<file path="config.mk">
export PLATFORM = sky130hd
export DESIGN_NAME = asf_host_flat
export DESIGN_NICKNAME = d
export VERILOG_FILES = /design/src/asf_pkg.sv /design/src/asf_if.sv /design/src/asf_host.sv /design/src/flat_wrapper.sv
export SDC_FILE = /design/constraint.sdc
export NUM_CORES = 1
export LEC_CHECK = 0
export ABC_AREA = 1
export BUFFER_PORTS_ARGS = -buffer_cell sky130_fd_sc_hd__clkbuf_2
export CAP_MARGIN = 20
export CELL_PAD_IN_SITES_DETAIL_PLACEMENT = 1
export CELL_PAD_IN_SITES_GLOBAL_PLACEMENT = 1
export CORE_AREA = 2 2 253 255
export CTS_BUF_LIST = sky130_fd_sc_hd__clkbuf_2 sky130_fd_sc_hd__clkbuf_4 sky130_fd_sc_hd__clkbuf_8
export CTS_CLUSTER_DIAMETER = 40
export DETAILED_ROUTE_END_ITERATION = 10
export DIE_AREA = 0 0 255 257
export PLACE_DENSITY = 0.57
export SYNTH_ARGS = -nofsm -noshare
export SYNTH_HDL_FRONTEND = slang
export SYNTH_SLANG_ARGS = --single-unit
</file>
<file path="constraint.sdc">
create_clock -name I_MCLK -period 1.8 [get_ports I_MCLK]
set_clock_uncertainty 0.2 [all_clocks]
set_input_delay 0.18 -clock I_MCLK [delete_from_list [all_inputs] [get_ports I_MCLK]]
set_output_delay 0.18 -clock I_MCLK [all_outputs]
set_load 0.05 [all_outputs]
</file>
<file path="src/asf_pkg.sv">
package asf_pkg;
	// ****************************************************************
	// Geometry of the address index register
	// ****************************************************************
	localparam int unsigned SUB_COUNT = 16;
	localparam int unsigned SUB_W = 16;
	localparam int unsigned IDX_W = 12;
	localparam int unsigned CNT_W = 5;
	typedef logic [3:0] asf_sub_idx_t;
	typedef logic [CNT_W-1:0] asf_cnt_t;
	typedef logic [SUB_COUNT-1:0][SUB_W-1:0] asf_vec_t;

	// Descriptor halves by subregister number
	localparam asf_sub_idx_t DESC_LO_SUB = 4'h0;
	localparam asf_sub_idx_t DESC_HI_SUB = 4'h1;
	localparam asf_sub_idx_t EXDESC_LO_SUB = 4'h2;
	localparam asf_sub_idx_t EXDESC_HI_SUB = 4'h3;
	// Response layout: second index sits in element 1, extended descriptor in elements 2..3
	localparam asf_sub_idx_t RSP_IDX1_ELEM = 4'h1;
	localparam asf_sub_idx_t RSP_EXT_LO_ELEM = 4'h2;
	localparam asf_sub_idx_t RSP_EXT_HI_ELEM = 4'h3;

	typedef enum logic [1:0] {
		ASF_OP_READ,
		ASF_OP_WRITE,
		ASF_OP_INDEX,
		ASF_OP_SEND
	} asf_op_t;

	// ****************************************************************
	// Scoreboard timing: cycles from write acceptance to retirement
	// ****************************************************************
	localparam int unsigned WB_LAT = 3;
	typedef logic [1:0] asf_lat_t;
	localparam asf_lat_t WB_LAT_CNT = asf_lat_t'(WB_LAT);
	localparam asf_lat_t LAT_LAST = 2'h1;

	// ****************************************************************
	// Controller registers on AXI4-Lite
	// ****************************************************************
	localparam int unsigned AXI_AW = 8;
	localparam logic [AXI_AW-1:0] REG_CTRL = 8'h00;
	localparam logic [AXI_AW-1:0] REG_WDATA = 8'h04;
	localparam logic [AXI_AW-1:0] REG_STATUS = 8'h08;
	localparam logic [AXI_AW-1:0] REG_RES0 = 8'h0c;
	localparam logic [AXI_AW-1:0] REG_RES1 = 8'h10;
	localparam logic [1:0] RESP_OKAY = 2'h0;
	localparam logic [1:0] RESP_SLVERR = 2'h2;
	localparam logic [1:0] RESP_DECERR = 2'h3;
	// CTRL fields
	localparam int unsigned CTRL_OP_LSB = 0;
	localparam int unsigned CTRL_START_LSB = 4;
	localparam int unsigned CTRL_COUNT_LSB = 8;
	localparam int unsigned CTRL_STRIDE_BIT = 13;
	localparam int unsigned CTRL_SKIP_CHK_BIT = 14;
	localparam int unsigned CTRL_SKIP_CLR_BIT = 15;
	localparam int unsigned CTRL_PAIR_BIT = 16;
	localparam int unsigned CTRL_DESC_OK_BIT = 17;
	// WDATA fields: element value low, element write mask high
	localparam int unsigned WDATA_MASK_LSB = 16;
	// STATUS fields
	localparam int unsigned STAT_PEND_BIT = 0;
	localparam int unsigned STAT_ERR_BIT = 1;
endpackage

</file>
<file path="src/asf_if.sv">
interface asf_if;
	import asf_pkg::*;
	logic req_valid;
	logic req_ready;
	asf_op_t req_op;
	asf_sub_idx_t req_start;
	asf_cnt_t req_count;
	logic req_stride;
	logic req_skip_check;
	logic req_skip_clear;
	logic req_pair;
	logic req_desc_ok;
	logic [SUB_COUNT-1:0] req_mask;
	asf_vec_t req_data;
	logic rsp_valid;
	logic rsp_err;
	asf_vec_t rsp_data;

	modport dev (
		input req_valid, req_op, req_start, req_count, req_stride, req_skip_check,
		input req_skip_clear, req_pair, req_desc_ok, req_mask, req_data,
		output req_ready, rsp_valid, rsp_err, rsp_data
	);
	modport host (
		output req_valid, req_op, req_start, req_count, req_stride, req_skip_check,
		output req_skip_clear, req_pair, req_desc_ok, req_mask, req_data,
		input req_ready, rsp_valid, rsp_err, rsp_data
	);
endinterface

</file>
<file path="src/asf_host.sv">
// The AXI4-Lite slave port is this design's own decision.
module asf_host (
	input wire logic I_MCLK,
	input wire logic I_ARST_N,
	asf_if.host LINK,
	input wire logic I_AWVALID,
	input wire logic [asf_pkg::AXI_AW-1:0] I_AWADDR,
	output logic O_AWREADY,
	input wire logic I_WVALID,
	input wire logic [31:0] I_WDATA,
	input wire logic [3:0] I_WSTRB,
	output logic O_WREADY,
	output logic O_BVALID,
	output logic [1:0] O_BRESP,
	input wire logic I_BREADY,
	input wire logic I_ARVALID,
	input wire logic [asf_pkg::AXI_AW-1:0] I_ARADDR,
	output logic O_ARREADY,
	output logic O_RVALID,
	output logic [31:0] O_RDATA,
	output logic [1:0] O_RRESP,
	input wire logic I_RREADY
);
	import asf_pkg::*;

	// ****************************************************************
	// State
	// ****************************************************************
	typedef struct packed {
		logic awready;
		logic wready;
		logic aw_got;
		logic w_got;
		logic [AXI_AW-1:0] aw_addr;
		logic [31:0] w_data;
		logic [3:0] w_strb;
		logic bvalid;
		logic [1:0] bresp;
		logic arready;
		logic rvalid;
		logic [31:0] rdata;
		logic [1:0] rresp;
		logic [31:0] ctrl;
		logic [31:0] wdata;
		logic req_valid;
		logic pending;
		logic err;
		logic [31:0] res0;
		logic [31:0] res1;
	} asf_host_state_t;

	asf_host_state_t st;
	asf_host_state_t next_st;
	logic [31:0] merged;
	logic [31:0] old_val;

	always_comb begin
		next_st = st;
		merged = '0;
		old_val = (st.aw_addr == REG_CTRL) ? st.ctrl : st.wdata;
		// Write address and data are taken in either order
		if (I_AWVALID && st.awready) begin
			next_st.aw_got = 1'b1;
			next_st.aw_addr = I_AWADDR;
			next_st.awready = 1'b0;
		end
		if (I_WVALID && st.wready) begin
			next_st.w_got = 1'b1;
			next_st.w_data = I_WDATA;
			next_st.w_strb = I_WSTRB;
			next_st.wready = 1'b0;
		end
		if (st.bvalid && I_BREADY) begin
			next_st.bvalid = 1'b0;
			next_st.awready = 1'b1;
			next_st.wready = 1'b1;
		end
		if (st.aw_got && st.w_got && !st.bvalid) begin
			next_st.aw_got = 1'b0;
			next_st.w_got = 1'b0;
			next_st.bvalid = 1'b1;
			next_st.bresp = RESP_OKAY;
			for (int b = 0; b < 4; b++) begin
				merged[b*8 +: 8] = st.w_strb[b] ? st.w_data[b*8 +: 8] : old_val[b*8 +: 8];
			end
			if (st.aw_addr == REG_CTRL) begin
				// One operation at a time: a new command while one is pending is refused
				if (st.pending) begin
					next_st.bresp = RESP_SLVERR;
				end else begin
					next_st.ctrl = merged;
					next_st.req_valid = 1'b1;
					next_st.pending = 1'b1;
				end
			end else if (st.aw_addr == REG_WDATA) begin
				next_st.wdata = merged;
			end else if (st.aw_addr != REG_STATUS && st.aw_addr != REG_RES0 &&
				st.aw_addr != REG_RES1) begin
				next_st.bresp = RESP_DECERR;
			end
		end

		if (I_ARVALID && st.arready) begin
			next_st.arready = 1'b0;
			next_st.rvalid = 1'b1;
			next_st.rresp = RESP_OKAY;
			unique case (I_ARADDR)
				REG_CTRL: next_st.rdata = st.ctrl;
				REG_WDATA: next_st.rdata = st.wdata;
				REG_STATUS: begin
					next_st.rdata = '0;
					next_st.rdata[STAT_PEND_BIT] = st.pending;
					next_st.rdata[STAT_ERR_BIT] = st.err;
				end
				REG_RES0: next_st.rdata = st.res0;
				REG_RES1: next_st.rdata = st.res1;
				default: begin
					next_st.rdata = '0;
					next_st.rresp = RESP_DECERR;
				end
			endcase
		end
		if (st.rvalid && I_RREADY) begin
			next_st.rvalid = 1'b0;
			next_st.arready = 1'b1;
		end

		// Request held until taken; a skip-check request needs no ready
		if (st.req_valid && (LINK.req_ready || st.ctrl[CTRL_SKIP_CHK_BIT])) begin
			next_st.req_valid = 1'b0;
		end
		if (LINK.rsp_valid) begin
			next_st.pending = 1'b0;
			next_st.err = LINK.rsp_err;
			next_st.res0 = {LINK.rsp_data[1], LINK.rsp_data[0]};
			next_st.res1 = {LINK.rsp_data[3], LINK.rsp_data[2]};
		end
	end

	always_ff @(posedge I_MCLK or negedge I_ARST_N) begin
		if (!I_ARST_N) begin
			st <= '0;
			st.awready <= 1'b1;
			st.wready <= 1'b1;
			st.arready <= 1'b1;
		end else begin
			st <= next_st;
		end
	end

	// ****************************************************************
	// Outputs
	// ****************************************************************
	// Alignment of indices and descriptor form are software's duty, passed through
	assign LINK.req_valid = st.req_valid;
	assign LINK.req_op = asf_op_t'(st.ctrl[CTRL_OP_LSB +: 2]);
	assign LINK.req_start = st.ctrl[CTRL_START_LSB +: 4];
	assign LINK.req_count = st.ctrl[CTRL_COUNT_LSB +: CNT_W];
	assign LINK.req_stride = st.ctrl[CTRL_STRIDE_BIT];
	assign LINK.req_skip_check = st.ctrl[CTRL_SKIP_CHK_BIT];
	assign LINK.req_skip_clear = st.ctrl[CTRL_SKIP_CLR_BIT];
	assign LINK.req_pair = st.ctrl[CTRL_PAIR_BIT];
	assign LINK.req_desc_ok = st.ctrl[CTRL_DESC_OK_BIT];
	assign LINK.req_mask = st.wdata[WDATA_MASK_LSB +: SUB_COUNT];
	assign LINK.req_data = {SUB_COUNT{st.wdata[SUB_W-1:0]}};
	assign O_AWREADY = st.awready;
	assign O_WREADY = st.wready;
	assign O_BVALID = st.bvalid;
	assign O_BRESP = st.bresp;
	assign O_ARREADY = st.arready;
	assign O_RVALID = st.rvalid;
	assign O_RDATA = st.rdata;
	assign O_RRESP = st.rresp;
endmodule

</file>
<file path="src/flat_wrapper.sv">
// flat-port wrapper written by rule: the top's interface ports become plain ports
module asf_host_flat import asf_pkg::*;
  (I_MCLK, I_ARST_N, I_AWVALID, I_AWADDR, O_AWREADY, I_WVALID, I_WDATA, I_WSTRB, O_WREADY, O_BVALID, O_BRESP, I_BREADY, I_ARVALID, I_ARADDR, O_ARREADY, O_RVALID, O_RDATA, O_RRESP, I_RREADY, LINK_req_valid, LINK_req_op, LINK_req_start, LINK_req_count, LINK_req_stride, LINK_req_skip_check, LINK_req_skip_clear, LINK_req_pair, LINK_req_desc_ok, LINK_req_mask, LINK_req_data, LINK_req_ready, LINK_rsp_valid, LINK_rsp_err, LINK_rsp_data);
  asf_if LINK_i ();
  input wire logic I_MCLK;
  input wire logic I_ARST_N;
  input wire logic I_AWVALID;
  input wire logic [asf_pkg::AXI_AW-1:0] I_AWADDR;
  output logic O_AWREADY;
  input wire logic I_WVALID;
  input wire logic [31:0] I_WDATA;
  input wire logic [3:0] I_WSTRB;
  output logic O_WREADY;
  output logic O_BVALID;
  output logic [1:0] O_BRESP;
  input wire logic I_BREADY;
  input wire logic I_ARVALID;
  input wire logic [asf_pkg::AXI_AW-1:0] I_ARADDR;
  output logic O_ARREADY;
  output logic O_RVALID;
  output logic [31:0] O_RDATA;
  output logic [1:0] O_RRESP;
  input wire logic I_RREADY;
  output wire logic [$bits(LINK_i.req_valid)-1:0] LINK_req_valid;
  output wire logic [$bits(LINK_i.req_op)-1:0] LINK_req_op;
  output wire logic [$bits(LINK_i.req_start)-1:0] LINK_req_start;
  output wire logic [$bits(LINK_i.req_count)-1:0] LINK_req_count;
  output wire logic [$bits(LINK_i.req_stride)-1:0] LINK_req_stride;
  output wire logic [$bits(LINK_i.req_skip_check)-1:0] LINK_req_skip_check;
  output wire logic [$bits(LINK_i.req_skip_clear)-1:0] LINK_req_skip_clear;
  output wire logic [$bits(LINK_i.req_pair)-1:0] LINK_req_pair;
  output wire logic [$bits(LINK_i.req_desc_ok)-1:0] LINK_req_desc_ok;
  output wire logic [$bits(LINK_i.req_mask)-1:0] LINK_req_mask;
  output wire logic [$bits(LINK_i.req_data)-1:0] LINK_req_data;
  input wire logic [$bits(LINK_i.req_ready)-1:0] LINK_req_ready;
  input wire logic [$bits(LINK_i.rsp_valid)-1:0] LINK_rsp_valid;
  input wire logic [$bits(LINK_i.rsp_err)-1:0] LINK_rsp_err;
  input wire logic [$bits(LINK_i.rsp_data)-1:0] LINK_rsp_data;
  assign LINK_req_valid = LINK_i.req_valid;
  assign LINK_req_op = LINK_i.req_op;
  assign LINK_req_start = LINK_i.req_start;
  assign LINK_req_count = LINK_i.req_count;
  assign LINK_req_stride = LINK_i.req_stride;
  assign LINK_req_skip_check = LINK_i.req_skip_check;
  assign LINK_req_skip_clear = LINK_i.req_skip_clear;
  assign LINK_req_pair = LINK_i.req_pair;
  assign LINK_req_desc_ok = LINK_i.req_desc_ok;
  assign LINK_req_mask = LINK_i.req_mask;
  assign LINK_req_data = LINK_i.req_data;
  assign LINK_i.req_ready = LINK_req_ready;
  assign LINK_i.rsp_valid = LINK_rsp_valid;
  assign LINK_i.rsp_err = LINK_rsp_err;
  assign LINK_i.rsp_data = LINK_rsp_data;
  asf_host u_core (.I_MCLK(I_MCLK), .I_ARST_N(I_ARST_N), .LINK(LINK_i), .I_AWVALID(I_AWVALID), .I_AWADDR(I_AWADDR), .O_AWREADY(O_AWREADY), .I_WVALID(I_WVALID), .I_WDATA(I_WDATA), .I_WSTRB(I_WSTRB), .O_WREADY(O_WREADY), .O_BVALID(O_BVALID), .O_BRESP(O_BRESP), .I_BREADY(I_BREADY), .I_ARVALID(I_ARVALID), .I_ARADDR(I_ARADDR), .O_ARREADY(O_ARREADY), .O_RVALID(O_RVALID), .O_RDATA(O_RDATA), .O_RRESP(O_RRESP), .I_RREADY(I_RREADY));
endmodule
</file>
# After elaboration in Yosys (flattened, before gate mapping)
# Index checks and enable logic that the tools add are counted.
# word_totals
in_bits	318
output_inout_bits	330
elab_cells	86
register_bits	218
# op_classes
bitwise	2
muxes	26
n_eq_ne	9
n_reduce_logical	29
# op_table
op	count
$pmux W32 S5	1
$mux W66	1
$mux W36	1
$mux W32	1
$mux W8	4
$mux W2	11
$reduce_bool A2 Y1	10
$eq A8 B3 Y1 const B	2
$eq A8 B4 Y1 const B	2
$logic_not A8 Y1	2
$ne A8 B4 Y1 const B	2
$logic_and A1 B1 Y1	10
$reduce_and A3 Y1	3
$eq A8 B5 Y1 const B	1
$ne A8 B5 Y1 const B	1
$mux W1	6
$reduce_or A5 Y1	1
$mux W3	1
$ne A2 B2 Y1 const B	1
$not A1 Y1	2
$reduce_and A2 Y1	1
$logic_not A1 Y1	1
$logic_or A1 B1 Y1	1

# Logic depth before layout (Yosys ltp)
# Gate-level depths: netlist (run 1).
# depth
depth_word	7
ltp_mapped	9

# Worst setup path after synthesis (run 1)
# Ideal clock, no wire load.
# synth_timing
path_type	register to register
from	register u_core.st (netlist bit u_core.O_BVALID)
to	register u_core.st (netlist bit u_core.LINK.req_data[1])
slack_ps	-34
arrival_ps	1517
path_stages_with_launch	8
n_path_buf	1
setup_time_ps	117
synth_period_minus_slack_ps	1834
cell_sequence	dfrtp_1 -> nor2_2 -> inv_1 -> nor2_2 -> inv_1 -> clkbuf_1 -> nand2_1 -> nand2_1
# synth_via
elab_chain_len	3
# synth_lines
item	line	rtl
from (decl)	asf_host.sv:52	asf_host_state_t st;
from (signal assigned)	asf_host.sv:147	st <= next_st;
$logic_not A1 Y1	asf_host.sv:78	if (st.aw_got && st.w_got && !st.bvalid) begin
$logic_and A1 B1 Y1	asf_host.sv:78	
$reduce_and A3 Y1 (no source line)	n/a	
# Every way passes these cells.
# A chain may end at the register's enable or synchronous reset.

# Worst setup path in the final report (run 1)
# layout_timing
from	register u_core.st (netlist bit u_core.LINK.req_data[6])
to	output LINK_req_data[54]
# layout_rtl
item	line	rtl
to (decl)	flat_wrapper.sv:34	output wire logic [$bits(LINK_i.req_data)-1:0] LINK_req_data;
# No word-level cell between the ends.

==> results of run 1 <==
cell families (layout without fill, tap and decap cells):
logic type | Yosys count | in the layout | synth area share (%)
buffers and inverters | 413 | 893 | 22.6
multiplexers | 65 | 65 | 5.91
AND/OR/NAND/NOR | 709 | 709 | 24.1
AO/OA/AOI/OAI | 87 | 87 | 3.55
other | 0 | 1 | 0
flip-flops | 217 | 217 | 43.9
registers in the layout, summed over array words and instances, names as in the netlist:
| register | flops |
|---|---|
| u_core.LINK.req_start | 4 |
| u_core.O_RDATA | 32 |
| u_core.LINK.req_skip_clear | 1 |
| u_core.LINK.req_op | 2 |
| u_core.LINK.req_pair | 1 |
| u_core.st | 128 |
| u_core.O_WREADY | 1 |
| u_core.LINK.req_data | 16 |
| u_core.O_RRESP | 1 |
| u_core.LINK.req_mask | 16 |
| u_core.LINK.req_skip_check | 1 |
| u_core.LINK.req_desc_ok | 1 |
| u_core.O_ARREADY | 1 |
| u_core.O_AWREADY | 1 |
| u_core.LINK.req_valid | 1 |
| u_core.LINK.req_stride | 1 |
| u_core.O_RVALID | 1 |
| u_core.O_BVALID | 1 |
| u_core.O_BRESP | 2 |
| u_core.LINK.req_count | 5 |
where the power goes:
part	internal, mW	total (mW)	switching (mW)
clock	4.38	7.14	2.77
combinational	9.56	24.2	14.7
sequential	6.06	7.05	0.990
total	20.0	38.4	18.4
final timing paths:
path                            slack, ns  depth (start not counted)                      end               startpoint
min in group asynchronous            0.48                          4          u_core.O_BVALID                 I_ARST_N
max in group asynchronous            0.52                          4  u_core.LINK.req_data[6]                 I_ARST_N
worst min-delay path                 0.06                          8        u_core.O_RRESP[0]              I_ARADDR[5]
worst max-delay path                -0.03                          2        LINK_req_data[54]  u_core.LINK.req_data[6]
worst max register to register      -0.01                          9  u_core.LINK.req_data[8]           u_core.st[207]
worst min register to register       0.28                          2           u_core.st[176]           u_core.st[176]
synthesized netlist by cell type (all sizes together):
master | n | area, um^2
nand2 | 487 | 1840
buf | 349 | 2560
dfrtp | 214 | 5360
nand3 | 165 | 826
o21ai | 80 | 400
mux2 | 65 | 732
clkbuf | 34 | 128
or2 | 31 | 194
inv | 29 | 109
nor2 | 25 | 119
a21oi | 5 | 25.0
dfstp | 3 | 78.8
clkinv | 1 | 3.75
nand4 | 1 | 6.26
o211ai | 1 | 7.51
o21a | 1 | 7.51
cell type report:
type | count | share of cell area [%]
Timing Repair Buffer | 759 | 42.5
Clock buffer | 78 | 4.77
Multi-Input combinational cell | 861 | 20.1
Inverter | 30 | 0.591
Sequential cell | 217 | 25.7
Tap cell | 846 | 5.00
Antenna cell | 1 | 0.0118
Clock inverter | 26 | 1.37
per-stage QoR:
step | setup TNS, ns | std cells | power [mW] | hold WS [ns]
after CTS | -13.45 | 2796 | 36.8 | 0.000886
final | -0.849 | 2818 | 38.4 | 0.0590
after detailed placement | -0.548 | 2473 | 23.5 | -0.128
after global placement | -0.205 | 2473 | 23.2 | -0.132
after global routing | -19.91 | 2817 | 40.0 | 0.0501
after floorplan | 0 | 1491 | 22.4 | -0.316
critical path, cell delays in order, from the launching register on:
cell	delay, ns
dfrtp_2	0.45
clkbuf_16	0.19
clkbuf_8	0.18
metal layers:
layer / GRT usage [%] / vias up / part of all wire [%] / wire length, um
met4: 5.21 / 0 / 2.0 / 1150
met2: 29.0 / 383 / 52 / 29900
met5: 0 / - / 0 / 0
met3: 3.56 / 74 / 5.8 / 3370
li1: - / 5335 / - / -
met1: 20.0 / 5838 / 41 / 23600
repair_timing:
| action | 4_1_cts | 5_1_grt |
|---|---|---|
| buffers inserted | 24 | 13 |
| hold endpoints to repair | 367 | 0 |
| pin swaps | 3 | 6 |
| resized for setup | 649 | 209 |
| setup endpoints to repair | 345 | 373 |
| gates cloned | 0 | 10 |
| hold buffers | 195 | 0 |
==> impl_metrics.py, run 1 <==
metrics = {
    "clock_network": {
        "cts.path.max_buffers": 3,
        "cts.clk_slew.worst_paths_ns": 0.05,
        "clock-sinks": 217,
        "cts-root-buf": "clkbuf_8",
        "cts_buffers": 55,
        "clkLatencyLatePin_ns": 0.64,
        "cts_tree": "built",
        "h-tree-depth": 2,
    },
    "floorplan": {
        "num_io_pins": 648,
        "initial_utilization_pct": 19.8,
        "row_count": 92,
        "core-area_um2": 62700,
        "die_width_um": 255,
        "dieHeight_um": 257,
        "die-area_um2": 65500,
    },
    "route": {
        "avgViaCountPerCell": 4.13,
        "avgRoutedWirePerCell_um": 20.6,
        "first_iter_violations": 512,
        "drc": 0,
        "dr_total_vias": 11600,
        "ant_nets": 0,
        "wl_mm": 58.0,
        "dr.pass1.iters": 5,
    },
    "yosys": {
        "ys_warn_count": 0,
        "syn_inst": 1491,
        "synth_area_um2": 12400,
        "synth_cell_types": 23,
        "ys_ff_latch": 217,
        "synth_seq_area_share_pct": 43.9,
        "synth_nets": 1809,
        "avgSynthCellArea_um2": 8.31,
    },
    "placement": {
        "hpwl_mm": 34.3,
        "gp_congestion": 0.796,
        "placed_area_um2": 13900,
        "place_ws_ns": -0.0702,
        "portBuffers": 455,
    },
    "setup_path": {
        "cp.arrival_ns": 1.45,
        "required_ns": 1.42,
        "critical_path_class": "reg2out",
        "crit_path_start_kind": "flop",
        "crit_fanout": 8,
        "end_kind": "output port",
    },
    "timing": {
        "finalSetupViolCount": 80,
        "finalCritPeriodShare_pct": 102,
        "fmax_mhz": 547,
        "rsz0062_at_grt": "yes",
        "period_needed_ns": 1.83,
        "hold_viol": 0,
        "worst_pin_slew_ns": 0.605,
        "final.setup.worst_slack_ns": -0.0298,
        "drv_slew": 0,
        "relSlewSlack_pct": 59.6,
    },
    "grt": {
        "grt_max_degree": 59,
        "grt_pass1_wl_mm": 81.7,
        "antenna_found_initial": 2,
        "grt_remaining_overflow": 0,
        "grt_pass1_vias": 12900,
        "grt_usage_pct": 16.5,
    },
    "flow_run": {
        "max-cap-violations": 0,
    },
    "final_layout": {
        "stdcell_area_um2": 21200,
        "seqCellArea_um2": 5450,
        "final_core_util_pct": 33.8,
        "area_delta_synth_final_pct": 71.0,
        "layout_commonest_cell": "nand2_1",
        "multiInputGateArea_um2": 4250,
        "fill_cells": 7109,
        "finalNetCount": 2242,
        "final_cell_mix": "nand2_1 (471), dfrtp_1 (200), dlygate4sd3_1 (192)",
        "drive_gt1_share_pct": 41.5,
    },
    "run_status": {
        "violations": "setup timing",
        "status": "complete, but fails checks",
    },
    "power_and_ir_drop": {
        "ir_worst_vdd_uv": 734,
        "cellPowerDensity_nw_per_um2": 1810,
        "total_leakage_power_nw": 10.3,
    },
    "hold_path": {
        "hp-class": "in2reg",
    },
}
Note: power is estimated with default switching activity, not from simulation.
==> run 2: changes to the inputs <==
--- a/config.mk
+++ b/config.mk
@@ -16,6 +16,7 @@
 export DETAILED_ROUTE_END_ITERATION = 10
 export DIE_AREA = 0 0 255 257
 export PLACE_DENSITY = 0.57
+export REMOVE_ABC_BUFFERS = 1
 export SYNTH_ARGS = -nofsm -noshare
 export SYNTH_HDL_FRONTEND = slang
 export SYNTH_SLANG_ARGS = --single-unit
==> run 2 against run 1 <==
Via count fell by 0.86%; critical path depth rose by 7; final cell count shrank 2.0%; power grew 0.61%; core utilization shrank 0.84 points; critical path type is now reg2reg; hold slack lost 0.0066 ns; highest routed layer unchanged; the run still ends with setup timing left; sequential power grew 1%.
==> impl_metrics.py, run 2 (synthesis gave the netlist of run 1 again) <==
metrics = {
    "grt": {
        "grt_pass1_vias": 12200,
        "grt_max_degree": 67,
        "grt_pass1_wl_mm": 78.9,
        "grt-busiest-layer": "met2",
        "grtUsageMet1_pct": 19.2,
        "grt_remaining_overflow": 0,
        "grt.met2_usage_pct": 27.6,
        "grt_use_met3_pct": 3.27,
        "antenna_found_initial": 4,
        "grt_usage_pct": 15.9,
    },
    "clock_network": {
        "clkLatencyLatePin_ns": 0.63,
        "cts.path.max_buffers": 3,
        "h-tree-depth": 2,
        "cts_tree": "built",
        "clock-sinks": 217,
        "cts_buffers": 48,
        "cts.clk_slew.worst_paths_ns": 0.07,
        "cts-root-buf": "clkbuf_8",
    },
    "floorplan": {
        "row_count": 92,
        "initial_utilization_pct": 19.8,
        "num_io_pins": 648,
        "core-area_um2": 62700,
        "die_width_um": 255,
        "dieHeight_um": 257,
        "die-area_um2": 65500,
    },
    "timing": {
        "final.setup.worst_slack_ns": -0.115,
        "drv_slew": 0,
        "fmax_mhz": 522,
        "worst_pin_slew_ns": 0.613,
        "period_needed_ns": 1.91,
        "tns_ns": -5.12,
        "rsz0062_at_grt": "yes",
        "hold_viol": 0,
        "relSlewSlack_pct": 59.1,
        "finalCritPeriodShare_pct": 106,
        "finalSetupViolCount": 168,
    },
    "hold_path": {
        "hp-class": "in2reg",
    },
    "setup_path": {
        "cp.arrival_ns": 2.23,
        "required_ns": 2.12,
        "crit_path_start_kind": "flop",
        "end_kind": "flop",
        "critPathTopFamily": "simple AND/OR/NAND/NOR gates",
        "crit_chain": "nor2_1 > nand2_2 > nor2_4 > nand2_4 > nor2_4 > inv_4 > buf_12 > nand2_1 > nand2_1",
        "slowest_stage": "dfrtp_1",
        "critical_path_class": "reg2reg",
        "crit_buf_inv": 2,
        "max_stage_delay_ns": 0.41,
        "crit_fanout": 28,
    },
    "final_layout": {
        "fill_cells": 7066,
        "largest_reg_flops": 128,
        "drive_gt1_share_pct": 40.5,
        "final_core_util_pct": 32.9,
        "finalNetCount": 2191,
        "final_cell_mix": "nand2_1 (484), dfrtp_1 (198), clkbuf_2 (169)",
        "layout_commonest_cell": "nand2_1",
        "top_register": "u_core.st",
        "area_delta_synth_final_pct": 66.7,
    },
    "route": {
        "drc": 0,
        "avgViaCountPerCell": 4.18,
        "first_iter_violations": 570,
        "dr.pass1.iters": 5,
        "wl_mm": 57.6,
        "dr_total_vias": 11500,
        "ant_nets": 0,
        "avgRoutedWirePerCell_um": 20.9,
    },
    "placement": {
        "gp_congestion": 0.777,
        "portBuffers": 455,
        "hpwl_mm": 31.6,
    },
    "run_status": {
        "violations": "setup timing",
        "status": "complete, but fails checks",
    },
    "power_and_ir_drop": {
        "ir_worst_vdd_uv": 777,
        "cellPowerDensity_nw_per_um2": 1870,
        "total_leakage_power_nw": 10.0,
    },
    "flow_run": {
        "max-cap-violations": 0,
    },
}
==> run 2: through the flow <==
stage	hold slack (ns)	total power [mW]	std cells	setup WS (ns)	area (um^2)
after floorplan	-0.316	13.8	1108	-4.51	9700
after global placement	-0.0672	23.1	2456	-0.0406	13600
after detailed placement	-0.0643	23.3	2456	-0.0698	13600
after CTS	0.0106	35.4	2738	-0.0963	19400
after global routing	0.0573	40.1	2760	-0.195	20700
final	0.0525	38.7	2761	-0.115	20700
==> run 2: per-layer routing <==
metal	up-vias	part of all wire, %	routed length, um
met5	-	0	0
li1	5225	-	-
met3	127	4.9	2850
met1	5854	40	23000
met4	0	4.0	2310
met2	324	51	29400
==> run 2: final timing paths <==
| check | start | end | slack (ns) | cells after the start |
|---|---|---|---|---|
| max in group asynchronous | I_ARST_N | u_core.st[53] | 0.29 | 4 |
| worst min register to register | u_core.st[196] | u_core.st[196] | 0.27 | 2 |
| worst max register to register | u_core.st[209] | u_core.LINK.req_stride | -0.11 | 9 |
| worst max-delay path | u_core.st[209] | u_core.LINK.req_stride | -0.11 | 9 |
| min in group asynchronous | I_ARST_N | u_core.st[23] | 0.44 | 3 |
| worst min-delay path | I_ARADDR[0] | u_core.O_RDATA[1] | 0.05 | 8 |
==> run 2: layout make-up <==
| type | instances | area [um^2] | share of cell area (%) |
|---|---|---|---|
| diodes | 3 | 7.51 | 0.0363 |
| clock inverters | 17 | 209 | 1.01 |
| flip-flops and latches | 217 | 5460 | 26.4 |
| multi-input cells | 861 | 4200 | 20.4 |
| clock buffers | 72 | 885 | 4.28 |
| repair buffers | 715 | 8720 | 42.2 |
| inverters | 30 | 118 | 0.569 |
| well taps | 846 | 1060 | 5.12 |
==> run 2: worst register-to-register path: stages (launching register included) <==
cell and delay, ns:
dfrtp_1 0.41, nor2_1 0.19, nand2_2 0.13, nor2_4 0.18, nand2_4 0.08, nor2_4 0.17, inv_4 0.08, buf_12 0.18
nand2_1 0.13, nand2_1 0.08
==> run 2: where the power goes <==
group / internal (mW) / switching, mW / total [mW]
clock: 3.75 / 2.56 / 6.30
combinational: 10.2 / 15.1 / 25.3
sequential: 6.07 / 1.05 / 7.12
==> run 2: timing repair <==
item / CTS / global route
cloned: 0 / 11
resized for setup: 589 / 387
buffers inserted: 29 / 9
hold buffers: 164 / 0
hold endpoints to repair: 355 / 0
pin swaps: 1 / 6
setup endpoints to repair: 339 / 381
